`src/common/rswl_pkg.sv`:
```
// Shared constants and types for the receiver sleep, wake, battery check and data routing block.
// Assumes a 25 MHz system clock and a low power oscillator tick delivered as a one-cycle pulse.
package rswl_pkg;

	// ------------------------------------------------------------------
	// Timing
	// ------------------------------------------------------------------
	localparam int CLK_PERIOD_NS   = 40;
	localparam int CLK_FREQ_HZ     = 25000000;
	localparam int LPO_FREQ_HZ     = 32000;
	localparam int TUNE_TIME_NS    = 150000;
	localparam int TUNE_CYCLES     = (TUNE_TIME_NS + CLK_PERIOD_NS - 1) / CLK_PERIOD_NS;
	localparam int LPO_NOM_CYCLES  = CLK_FREQ_HZ / LPO_FREQ_HZ;
	localparam int LPO_TOL_PERCENT = 1;
	localparam int LPO_TOL_CYCLES  = LPO_NOM_CYCLES * LPO_TOL_PERCENT / 100;
	localparam int CAL_PERIOD_TICKS = 32768;
	localparam int SLEEP_MIN_TICKS = 1;
	localparam int SLEEP_MAX_TICKS = 1341521920;

	// ------------------------------------------------------------------
	// Widths, reset values, field positions
	// ------------------------------------------------------------------
	localparam int SLEEP_W      = 31;
	localparam int TUNE_W       = 12;
	localparam int CALCNT_W     = 11;
	localparam int CALPER_W     = 16;
	localparam int TRIM_W       = 8;
	localparam int BYTE_W       = 8;
	localparam int FIFO_DEPTH   = 4;
	localparam int GPIO_N       = 3;
	localparam logic [TRIM_W-1:0] TRIM_RESET = 8'h80;
	localparam logic [1:0] GPIO_SEL_NONE = 2'h3;
	localparam logic [2:0] BIT_LAST = 3'h7;

	// ------------------------------------------------------------------
	// Types
	// ------------------------------------------------------------------
	typedef enum logic [1:0] {
		CMD_SLEEP   = 2'h0,
		CMD_STANDBY = 2'h1,
		CMD_SYNTH   = 2'h2,
		CMD_RX      = 2'h3
	} rswl_cmd_t;

	typedef enum logic [4:0] {
		ST_SLEEP   = 5'h01,
		ST_STANDBY = 5'h02,
		ST_TUNE    = 5'h04,
		ST_SYNTH   = 5'h08,
		ST_RX      = 5'h10
	} rswl_state_t;

	typedef struct packed {
		logic               sleep_timer_en;
		logic               duty_cycle_en;
		logic [SLEEP_W-1:0] sleep_ticks;
		logic               packet_mode;
		logic               ook_mode;
		logic [7:0]         ook_threshold;
		logic [1:0]         gpio_sel;
	} rswl_cfg_t;

	typedef struct packed {
		rswl_state_t       state;
		logic              lpo_cal_done;
		logic [TRIM_W-1:0] lpo_trim;
		logic [7:0]        battery_level_result;
		logic [7:0]        rssi_code;
		logic              fifo_overflow;
	} rswl_status_t;

endpackage

```
`src/hdl/rswl_core.sv`:
```
// Sleep timer, oscillator calibration, tuning with battery check, demodulation and data routing.
// Assumes all inputs are synchronous to clk_sys and that arst_n is the power-on reset.
`timescale 1ns/100ps
`default_nettype none

module rswl_fifo #(
	parameter int WIDTH = 8,
	parameter int DEPTH = 4
) (
	input  wire logic             clk_sys,
	input  wire logic             arst_n,
	input  wire logic             in_valid,
	output logic                  in_ready,
	input  wire logic [WIDTH-1:0] in_data,
	output logic                  out_valid,
	input  wire logic             out_ready,
	output logic      [WIDTH-1:0] out_data
);
	localparam int AW = (DEPTH > 1) ? $clog2(DEPTH) : 1;

	logic [WIDTH-1:0] mem [DEPTH];
	logic [AW-1:0]    wr_ptr;
	logic [AW-1:0]    rd_ptr;
	logic [AW:0]      count;
	logic             push;
	logic             pop;

	assign in_ready  = (count != (AW+1)'(DEPTH));
	assign out_valid = (count != '0);
	assign push      = in_valid && in_ready;
	assign pop       = out_valid && out_ready;
	assign out_data  = mem[rd_ptr];

	always_ff @(posedge clk_sys) begin
		if (push) begin
			mem[wr_ptr] <= in_data;
		end
	end

	always_ff @(posedge clk_sys or negedge arst_n) begin
		if (!arst_n) begin
			wr_ptr <= '0;
			rd_ptr <= '0;
			count  <= '0;
		end else begin
			if (push) begin
				wr_ptr <= (wr_ptr == AW'(DEPTH - 1)) ? '0 : wr_ptr + 1'b1;
			end
			if (pop) begin
				rd_ptr <= (rd_ptr == AW'(DEPTH - 1)) ? '0 : rd_ptr + 1'b1;
			end
			count <= count + (AW+1)'(push) - (AW+1)'(pop);
		end
	end
endmodule

// Functional notes
// RL1 - Sleep timer runs on oscillator ticks, wakes chip
// RL2 - Sleep duration programmable over full tick range
// RL3 - Calibrate oscillator at power-up, then periodically
// RL4 - Exactly one battery measurement per tuning
// RL5 - Tune when leaving sleep/standby for ready/receive
// RL6 - Latest battery result held readable
// RL7 - Direct mode routes demodulated bit to pin
// RL8 - Packet mode packs bits into receive FIFO
// RL9 - Host configures, commands states, reads FIFO
// RL10 - Power-on reset clears whole block; the FIFO data memory is not reset and the trim loads TRIM_RESET
// RL11 - Host reinitialises everything after power-on reset
// RL12 - Signal strength taken as 8-bit code
// RL13 - FSK demodulation from 1-bit I and Q
// RL14 - Count ticks, pulse wake, restart each sleep
module rswl_core
	import rswl_pkg::*;
#(
	parameter int CAL_PERIOD = CAL_PERIOD_TICKS
) (
	input  wire logic              clk_sys,
	input  wire logic              arst_n,
	input  wire rswl_cfg_t         cfg,
	input  wire logic              cmd_valid,
	input  wire rswl_cmd_t         cmd,
	input  wire logic              lpo_tick,
	input  wire logic              battery_meas_done,
	input  wire logic [7:0]        battery_code,
	input  wire logic [7:0]        signal_strength_converter,
	input  wire logic              demod_i,
	input  wire logic              demod_q,
	input  wire logic              bit_strobe,
	input  wire logic              overflow_clear,
	input  wire logic              fifo_rd_ready,
	output logic                   fifo_rd_valid,
	output logic      [BYTE_W-1:0] fifo_rd_data,
	output logic                   battery_meas_req,
	output logic                   synth_tune_req,
	output logic                   wake_pulse,
	output logic      [GPIO_N-1:0] gpio_out,
	output rswl_status_t           status
);
	// ------------------------------------------------------------------
	// Declarations
	// ------------------------------------------------------------------
	rswl_state_t         state;
	rswl_state_t         next_state;
	rswl_state_t         tune_target;
	logic [TUNE_W-1:0]   tune_cnt;
	logic                meas_pending;
	logic [SLEEP_W-1:0]  sleep_cnt;
	logic [SLEEP_W-1:0]  sleep_limit;
	logic                sleep_hit;
	logic [CALCNT_W-1:0] cal_cycles;
	logic [CALPER_W-1:0] cal_wait;
	logic                cal_active;
	logic                cal_done;
	logic [TRIM_W-1:0]   lpo_trim;
	logic [7:0]          battery_level_result;
	logic [7:0]          rssi_code;
	logic [1:0]          quad_prev;
	logic [1:0]          quad_now;
	logic                fsk_bit;
	logic                demod_bit;
	logic [BYTE_W-1:0]   shift;
	logic [2:0]          bit_idx;
	logic                hold_valid;
	logic [BYTE_W-1:0]   hold_data;
	logic                hold_ready;
	logic                fifo_overflow;
	logic                enter_tune;

	// ------------------------------------------------------------------
	// Main state machine
	// ------------------------------------------------------------------
	// Commands arriving while tuning are ignored so that a tune always completes
	// with its single battery measurement.
	always_comb begin
		next_state = state;
		unique case (state)
			ST_SLEEP, ST_STANDBY: begin
				if (cmd_valid && (cmd == CMD_SYNTH || cmd == CMD_RX)) begin
					next_state = ST_TUNE; // RL5
				end else if (cmd_valid && cmd == CMD_STANDBY) begin
					next_state = ST_STANDBY;
				end else if (cmd_valid && cmd == CMD_SLEEP) begin
					next_state = ST_SLEEP;
				end else if (state == ST_SLEEP && sleep_hit) begin
					next_state = cfg.duty_cycle_en ? ST_TUNE : ST_STANDBY; // RL1
				end
			end
			ST_TUNE: begin
				if (tune_cnt == '0 && !meas_pending) begin
					next_state = tune_target;
				end
			end
			ST_SYNTH, ST_RX: begin
				if (cmd_valid) begin
					unique case (cmd)
						CMD_SLEEP:   next_state = ST_SLEEP;
						CMD_STANDBY: next_state = ST_STANDBY;
						CMD_SYNTH:   next_state = ST_SYNTH;
						CMD_RX:      next_state = ST_RX;
					endcase
				end
			end
			default: next_state = ST_SLEEP;
		endcase
	end

	assign enter_tune = (next_state == ST_TUNE) && (state != ST_TUNE);

	always_ff @(posedge clk_sys or negedge arst_n) begin
		if (!arst_n) begin
			state <= ST_SLEEP; // RL10
		end else begin
			state <= next_state; // RL9
		end
	end

	always_ff @(posedge clk_sys or negedge arst_n) begin
		if (!arst_n) begin
			tune_target <= ST_RX;
		end else if (enter_tune) begin
			tune_target <= (cmd_valid && cmd == CMD_SYNTH) ? ST_SYNTH : ST_RX;
		end
	end

	// ------------------------------------------------------------------
	// Tuning and battery measurement
	// ------------------------------------------------------------------
	always_ff @(posedge clk_sys or negedge arst_n) begin
		if (!arst_n) begin
			tune_cnt         <= '0;
			synth_tune_req   <= 1'b0;
			battery_meas_req <= 1'b0;
			meas_pending     <= 1'b0;
		end else begin
			synth_tune_req   <= enter_tune; // RL5
			battery_meas_req <= enter_tune; // RL4
			if (enter_tune) begin
				tune_cnt     <= TUNE_W'(TUNE_CYCLES - 1);
				meas_pending <= 1'b1;
			end else begin
				if (tune_cnt != '0) begin
					tune_cnt <= tune_cnt - 1'b1;
				end
				if (battery_meas_done) begin
					meas_pending <= 1'b0;
				end
			end
		end
	end

	// Only the answer to the request of this tune is kept.
	always_ff @(posedge clk_sys or negedge arst_n) begin
		if (!arst_n) begin
			battery_level_result <= '0;
		end else if (meas_pending && battery_meas_done) begin
			battery_level_result <= battery_code; // RL6
		end
	end

	// ------------------------------------------------------------------
	// Sleep timer
	// ------------------------------------------------------------------
	assign sleep_limit = (cfg.sleep_ticks == '0) ? SLEEP_W'(SLEEP_MIN_TICKS) : cfg.sleep_ticks;
	assign sleep_hit   = (state == ST_SLEEP) && cfg.sleep_timer_en && lpo_tick
		&& (sleep_cnt + 1'b1 >= sleep_limit); // RL2

	always_ff @(posedge clk_sys or negedge arst_n) begin
		if (!arst_n) begin
			sleep_cnt  <= '0;
			wake_pulse <= 1'b0;
		end else begin
			wake_pulse <= sleep_hit; // RL14
			if (state != ST_SLEEP || sleep_hit) begin
				sleep_cnt <= '0; // RL14
			end else if (cfg.sleep_timer_en && lpo_tick) begin
				sleep_cnt <= sleep_cnt + 1'b1; // RL1
			end
		end
	end

	// ------------------------------------------------------------------
	// Oscillator calibration
	// ------------------------------------------------------------------
	// One oscillator period is measured in system cycles and the trim is nudged
	// by one step per measurement; a fast oscillator gives too few cycles.
	always_ff @(posedge clk_sys or negedge arst_n) begin
		if (!arst_n) begin
			cal_active <= 1'b1;
			cal_done   <= 1'b0;
			cal_cycles <= '0;
			cal_wait   <= '0;
			lpo_trim   <= TRIM_RESET;
		end else if (cal_active) begin
			// A zero count means no tick has opened the measurement yet, so the
			// partial period after reset or resume never moves the trim.
			if (!lpo_tick) begin
				if (cal_cycles != '0 && cal_cycles != '1) begin
					cal_cycles <= cal_cycles + 1'b1;
				end
			end else begin
				cal_cycles <= CALCNT_W'(1);
				if (cal_cycles != '0) begin
					if (cal_cycles < CALCNT_W'(LPO_NOM_CYCLES - LPO_TOL_CYCLES)) begin
						lpo_trim <= (lpo_trim == '0) ? lpo_trim : lpo_trim - 1'b1; // RL3
					end else if (cal_cycles > CALCNT_W'(LPO_NOM_CYCLES + LPO_TOL_CYCLES)) begin
						lpo_trim <= (lpo_trim == '1) ? lpo_trim : lpo_trim + 1'b1; // RL3
					end else begin
						cal_active <= 1'b0;
						cal_done   <= 1'b1;
						cal_wait   <= CALPER_W'(CAL_PERIOD - 1);
					end
				end
			end
		end else if (lpo_tick) begin
			if (cal_wait == '0) begin
				cal_active <= 1'b1; // RL3
				cal_cycles <= '0;
			end else begin
				cal_wait <= cal_wait - 1'b1;
			end
		end
	end

	// ------------------------------------------------------------------
	// Demodulation
	// ------------------------------------------------------------------
	// I/Q pair mapped to a quadrant in rotation order; the sign of each step
	// gives the frequency offset and so the FSK bit.
	assign quad_now = {demod_i, demod_i ^ demod_q};

	always_ff @(posedge clk_sys or negedge arst_n) begin
		if (!arst_n) begin
			quad_prev <= '0;
			fsk_bit   <= 1'b0;
			rssi_code <= '0;
		end else begin
			quad_prev <= quad_now; // RL13
			if (quad_now == quad_prev + 2'h1) begin
				fsk_bit <= 1'b1; // RL13
			end else if (quad_now == quad_prev - 2'h1) begin
				fsk_bit <= 1'b0; // RL13
			end
			rssi_code <= signal_strength_converter; // RL12
		end
	end

	assign demod_bit = cfg.ook_mode ? (rssi_code > cfg.ook_threshold) : fsk_bit; // RL12

	// ------------------------------------------------------------------
	// Direct output routing
	// ------------------------------------------------------------------
	always_ff @(posedge clk_sys or negedge arst_n) begin
		if (!arst_n) begin
			gpio_out <= '0;
		end else begin
			gpio_out <= '0;
			if (!cfg.packet_mode && state == ST_RX && cfg.gpio_sel != GPIO_SEL_NONE) begin
				gpio_out[cfg.gpio_sel] <= demod_bit; // RL7
			end
		end
	end

	// ------------------------------------------------------------------
	// Packet path
	// ------------------------------------------------------------------
	// A finished byte waits in the hold stage while the FIFO is full; a further
	// byte arriving then is lost and flagged, the clear never hides it.
	always_ff @(posedge clk_sys or negedge arst_n) begin
		if (!arst_n) begin
			shift         <= '0;
			bit_idx       <= '0;
			hold_valid    <= 1'b0;
			hold_data     <= '0;
			fifo_overflow <= 1'b0;
		end else begin
			if (hold_valid && hold_ready) begin
				hold_valid <= 1'b0;
			end
			if (state != ST_RX || !cfg.packet_mode) begin
				bit_idx <= '0;
			end else if (bit_strobe) begin
				shift   <= {shift[BYTE_W-2:0], demod_bit}; // RL8
				bit_idx <= bit_idx + 1'b1;
				if (bit_idx == BIT_LAST) begin
					if (hold_valid && !hold_ready) begin
						fifo_overflow <= 1'b1;
					end else begin
						hold_valid <= 1'b1; // RL8
						hold_data  <= {shift[BYTE_W-2:0], demod_bit};
					end
				end
			end
			if (overflow_clear && !(bit_strobe && bit_idx == BIT_LAST && hold_valid
				&& !hold_ready && state == ST_RX && cfg.packet_mode)) begin
				fifo_overflow <= 1'b0;
			end
		end
	end

	rswl_fifo #(
		.WIDTH (BYTE_W),
		.DEPTH (FIFO_DEPTH)
	) u_fifo (
		.clk_sys   (clk_sys),
		.arst_n    (arst_n),
		.in_valid  (hold_valid),
		.in_ready  (hold_ready),
		.in_data   (hold_data),
		.out_valid (fifo_rd_valid),
		.out_ready (fifo_rd_ready), // RL9
		.out_data  (fifo_rd_data)
	);

	// ------------------------------------------------------------------
	// Status
	// ------------------------------------------------------------------
	assign status.state                = state;
	assign status.lpo_cal_done         = cal_done;
	assign status.lpo_trim             = lpo_trim;
	assign status.battery_level_result = battery_level_result; // RL6
	assign status.rssi_code            = rssi_code;
	assign status.fifo_overflow        = fifo_overflow;

endmodule

`default_nettype wire

```
`config.mk`:
```
export PLATFORM = sky130hd
export DESIGN_NAME = rswl_core
export DESIGN_NICKNAME = d
export VERILOG_FILES = /design/src/common/rswl_pkg.sv /design/src/hdl/rswl_core.sv
export SDC_FILE = /design/constraint.sdc
export NUM_CORES = 1
export LEC_CHECK = 0
export ABC_AREA = 1
export BUFFER_PORTS_ARGS = -buffer_cell sky130_fd_sc_hd__buf_2
export CAP_MARGIN = 10
export CORE_MARGIN = 4
export CORE_UTILIZATION = 55
export DETAILED_ROUTE_END_ITERATION = 16
export GPL_TIMING_DRIVEN = 0
export PLACE_DENSITY_LB_ADDON = 0.15
export SYNTH_ARGS = -nofsm -noshare
export SYNTH_HDL_FRONTEND = slang
export SYNTH_HIERARCHICAL = 1
export SYNTH_SLANG_ARGS = --single-unit
```
`constraint.sdc`:
```
create_clock -name clk_sys -period 7.7 [get_ports clk_sys]
set_input_delay 1.54 -clock clk_sys [delete_from_list [all_inputs] [get_ports clk_sys]]
set_output_delay 1.54 -clock clk_sys [all_outputs]
set_load 0.05 [all_outputs]
```
==> summary.md <==
| Metric | Value |
|---|---|
| RD Place Congestion | slightly below 0.9 |
| Final Core Density | 0.656 |
| Die Footprint | about 20000 um^2 |
| Outcome | finished, final reports clean |
| CTS root buf | clkbuf_16 |
| Syn. warnings | 6 |
| Psw | ~1.3 mW |
| Layout cell share with drive strength beyond 1 | 0.173 |
| Non-filler instance count after layout | between 1500 and 2000 |
| H-tree depth | 4 |
| DR vias | approximately 8000 |
| Setup Viol. Count Final | 0 |
| Initial core utilization | 0.569 |
| Post-Syn Area | between 9000 and 10000 um^2 |
| Total Routing Usage GR | 0.217 |
| Number of synthesized flops with an enable pin | 32 |
| Initial antenna violation count | 0 |
| Endpoints failing hold | 0 |
| Vias in the first global route | 7763 |
| Comb pwr share | 0.352 |
| Setup CP Type | reg -> reg |
| Unrepaired setup endpoints after global routing | false |
| CTS Hold Bufs | 0 |
| Slew headroom | 0.467 |
| Area grow syn2layout | 15.4% |
| DRC errors left | 0 |
| Power Density | ~280 nW/um^2 |
| WL final | 21000 um |
| Largest net degree at the start of global routing | between 90 and 100 |
| Number of max-cap violations | 0 |
| Syn nets | about 1300 |
| CTS Buf Count | 17 |
| Predominant post-synthesis flop cell | dfrtp_1 |
| Post-CTS Setup Repair Bufs | 0 |
| Sw Ratio | 0.398 |
| Yosys reg bits | ~170 |
| Worst Hold Launch | tune_target[4]$_DFFE_PN1P_ |
| Mapped Cells | 1163 |
| Internal power | between 1.5 and 2 mW |
| Die Y | between 100 and 150 um |
| Sequential share of the synthesized area | 0.447 |
| Fin Hold WS | roughly 0.46 ns |
| Initial drt markers | 353 |
| Final Net Count | 1435 |
| Synth Area per Inst | 8.54 um^2 |
| Arrival time worst endpoint | ~4.2 ns |
| Worst r2r src | sleep_cnt[0]$_DFFE_PN0P_ |
| Core area | roughly 17000 um^2 |
| Worst EP required | 7.98 ns |
| Worst-Skew Late Latency | 0.42 ns |
| Post-CTS sizing | 0 |
| Setup TNS | 0 ns |
| HPWL reported at the end of detailed placement | roughly 16000 um |
| CP startpoint | sleep_cnt[0]$_DFFE_PN0P_ |
| WL per Instance | around 14 um |
| Clk slew on worst S/H paths | around 0.07 ns |
| Worst slew pin tran | approximately 0.80 ns |
| First-pass DRT Iterations | 5 |
| CTS tree | built |
| Sink Count | between 150 and 200 |
| GRT overflow | 0 |
| Netlist cell types | 53 |
| Sequential power share | 0.369 |
| Ant diodes | 0 |
| Final Power | 3.27 mW |
| Async set-reset flop share out of synthesis | 0.813 |
| Critical Path Source Type | flop |
| Area leader, netlist | dfrtp_1 |
| Worst vdd ir | about 0.30 mV |
| Via density | 5.15 |
| CTS max path bufs | 2 |
| Fin crit share | 0.503 |
| CP endpoint kind | flop |
| I/O pin count | about 120 |
| Post-synth top area share | 0.340 |
| Top cells by area, synth | dfrtp_1 34%, edfxtp_1 9.7%, nand2_1 9.4%, ha_1 7.4%, inv_1 7.4% |
| Hold crit path type | reg -> reg |
| Crit-path max FO | 10 |
| Leak Pwr | approximately 5.8 nW |
| Global-route wire length before repair | ~36000 um |
| Crit path time final | roughly 3.9 ns |
| Die span in x | between 100 and 150 um |
| Placed insts | between 1500 and 2000 |
| Fmax | between 200 and 300 MHz |
| IO buf count | ~120 |
| Core Rows | 48 |
| Clk_skew | roughly 0.0085 ns |
| Clock Power Share | 0.279 |
| Antenna violation net count after detailed routing | 0 |
| Max-slew violations | 0 |
worst max-delay path, stage by stage (launching register included):
cell and delay, ns:
dfrtp_1 0.46, ha_1 0.27, nand3_2 0.16, nor3_4 0.25, nand4_4 0.18, nor2_2 0.23
nand3_1 0.15, xor2_1 0.18, ha_1 0.31, nand2_1 0.10, inv_1 0.05, nand2_1 0.05
nand2_1 0.06, a21oi_1 0.17, nand2_1 0.09, nor2_1 0.11, nand2_2 0.11, nand3_1 0.13
nand2_1 0.06, nand2_1 0.06, nand2_1 0.08, nand2_1 0.11, buf_2 0.23, o21ai_0 0.14
Yosys cell counts (7+ instances only):
cell type  count
xnor2_1        9
a22o_1         9
nor3_1        29
dfrtp_1      135
inv_1        195
nor2_4         7
o211ai_1      19
nand2_1      250
nand3_1       44
o21ai_1       18
o21ai_0       58
nor2_2        11
xor2_1        43
edfxtp_1      32
nand4_1       14
mux2_2         9
nand2_2        8
a21oi_1       33
ha_1          59
nor4_1        13
nor2_1        92
placed cells by master (no fill, tap or decap), types with 4 or more instances in the layout:
master,count
nand2_4,5
nor2_1,92
o21ai_1,18
nand4_1,14
nand2_1,250
o211ai_1,19
inv_8,4
nand2_2,8
dfrtp_1,135
inv_2,4
xnor2_1,9
clkbuf_16,17
dfstp_2,4
nand3_1,44
nor4_1,13
buf_4,4
o31ai_1,4
xor2_1,43
inv_1,195
a21oi_1,33
ha_1,59
nor3_1,29
buf_6,6
nor2_4,7
mux2_2,9
buf_2,121
nor2_2,11
edfxtp_1,32
clkbuf_1,7
a22o_1,9
o21ai_0,58
routing by layer:
layer / share of wire / track usage / vias up
met5: 0 / 0 / -
met3: 0.036 / 0.0393 / 21
met4: 0.0098 / 0.0540 / 0
li1: - / - / 4060
met2: 0.50 / 0.377 / 115
met1: 0.45 / 0.283 / 3736
cell type report:
| class | instances | area [um^2] |
|---|---|---|
| clock inverters | 14 | 198 |
| plain buffers | 19 | 129 |
| fillers | 1486 | 6010 |
| inverters | 199 | 747 |
| well taps | 225 | 282 |
| multi-input cells | 774 | 4620 |
| repair buffers | 119 | 624 |
| clock buffers | 18 | 429 |
| flip-flops and latches | 171 | 4440 |
final timing paths:
check	cells after the start	endpoint	slack, ns
max	23	state[2]$_DFF_PN0_	3.83
min	2	tune_target[4]$_DFFE_PN1P_	0.46
max reg2reg	23	state[2]$_DFF_PN0_	3.83
min reg2reg	2	tune_target[4]$_DFFE_PN1P_	0.46
max in group asynchronous	2	sleep_cnt[9]$_DFFE_PN0P_	5.88
min in group asynchronous	1	lpo_trim[3]$_DFFE_PN0P_	1.02
power by group through the flow:
| stage | sequential (mW) | combinational [mW] | clock, mW |
|---|---|---|---|
| 2_1_floorplan | 1.37 | 0.713 | 0 |
| 3_3_place_gp | 1.21 | 1.13 | 0 |
| 3_5_place_dp | 1.22 | 1.15 | 0 |
| 4_1_cts | 1.20 | 1.16 | 0.928 |
| 5_1_grt | 1.23 | 1.28 | 0.971 |
| 6_report | 1.20 | 1.15 | 0.913 |
stage by stage:
| step | area, um^2 | worst slack, ns |
|---|---|---|
| global route | 11500 | 3.44 |
| CTS | 11500 | 3.81 |
| detailed placement | 10800 | 3.72 |
| global placement | 10800 | 3.12 |
| floorplan | 9940 | 4.27 |
| finish | 11500 | 3.83 |
kinds of logic (layout without fill, tap and decap cells):
kind of cell / after synthesis / count (layout) / synth area share
flip-flops: 171 / 171 / 0.447
AO/OA/AOI/OAI: 159 / 159 / 0.0951
buffers and inverters: 218 / 369 / 0.0881
multiplexers: 10 / 10 / 0.0112
adder cells (fa/ha/maj): 61 / 61 / 0.0783
AND/OR/NAND/NOR: 488 / 488 / 0.227
XOR/XNOR: 56 / 56 / 0.0531
sequential cells by signal (all words and copies together) (netlist names), 3 cells and up:
register and count:
state 5, shift 7, lpo_trim 8, bit_idx 3, u_fifo/mem 32, rssi_code 8
gpio_out 3, u_fifo/count 3, cal_cycles 11, hold_data 8, cal_wait 16, sleep_cnt 31
battery_level_result 8, tune_cnt 12
Power figures use the tool's default switching activity.
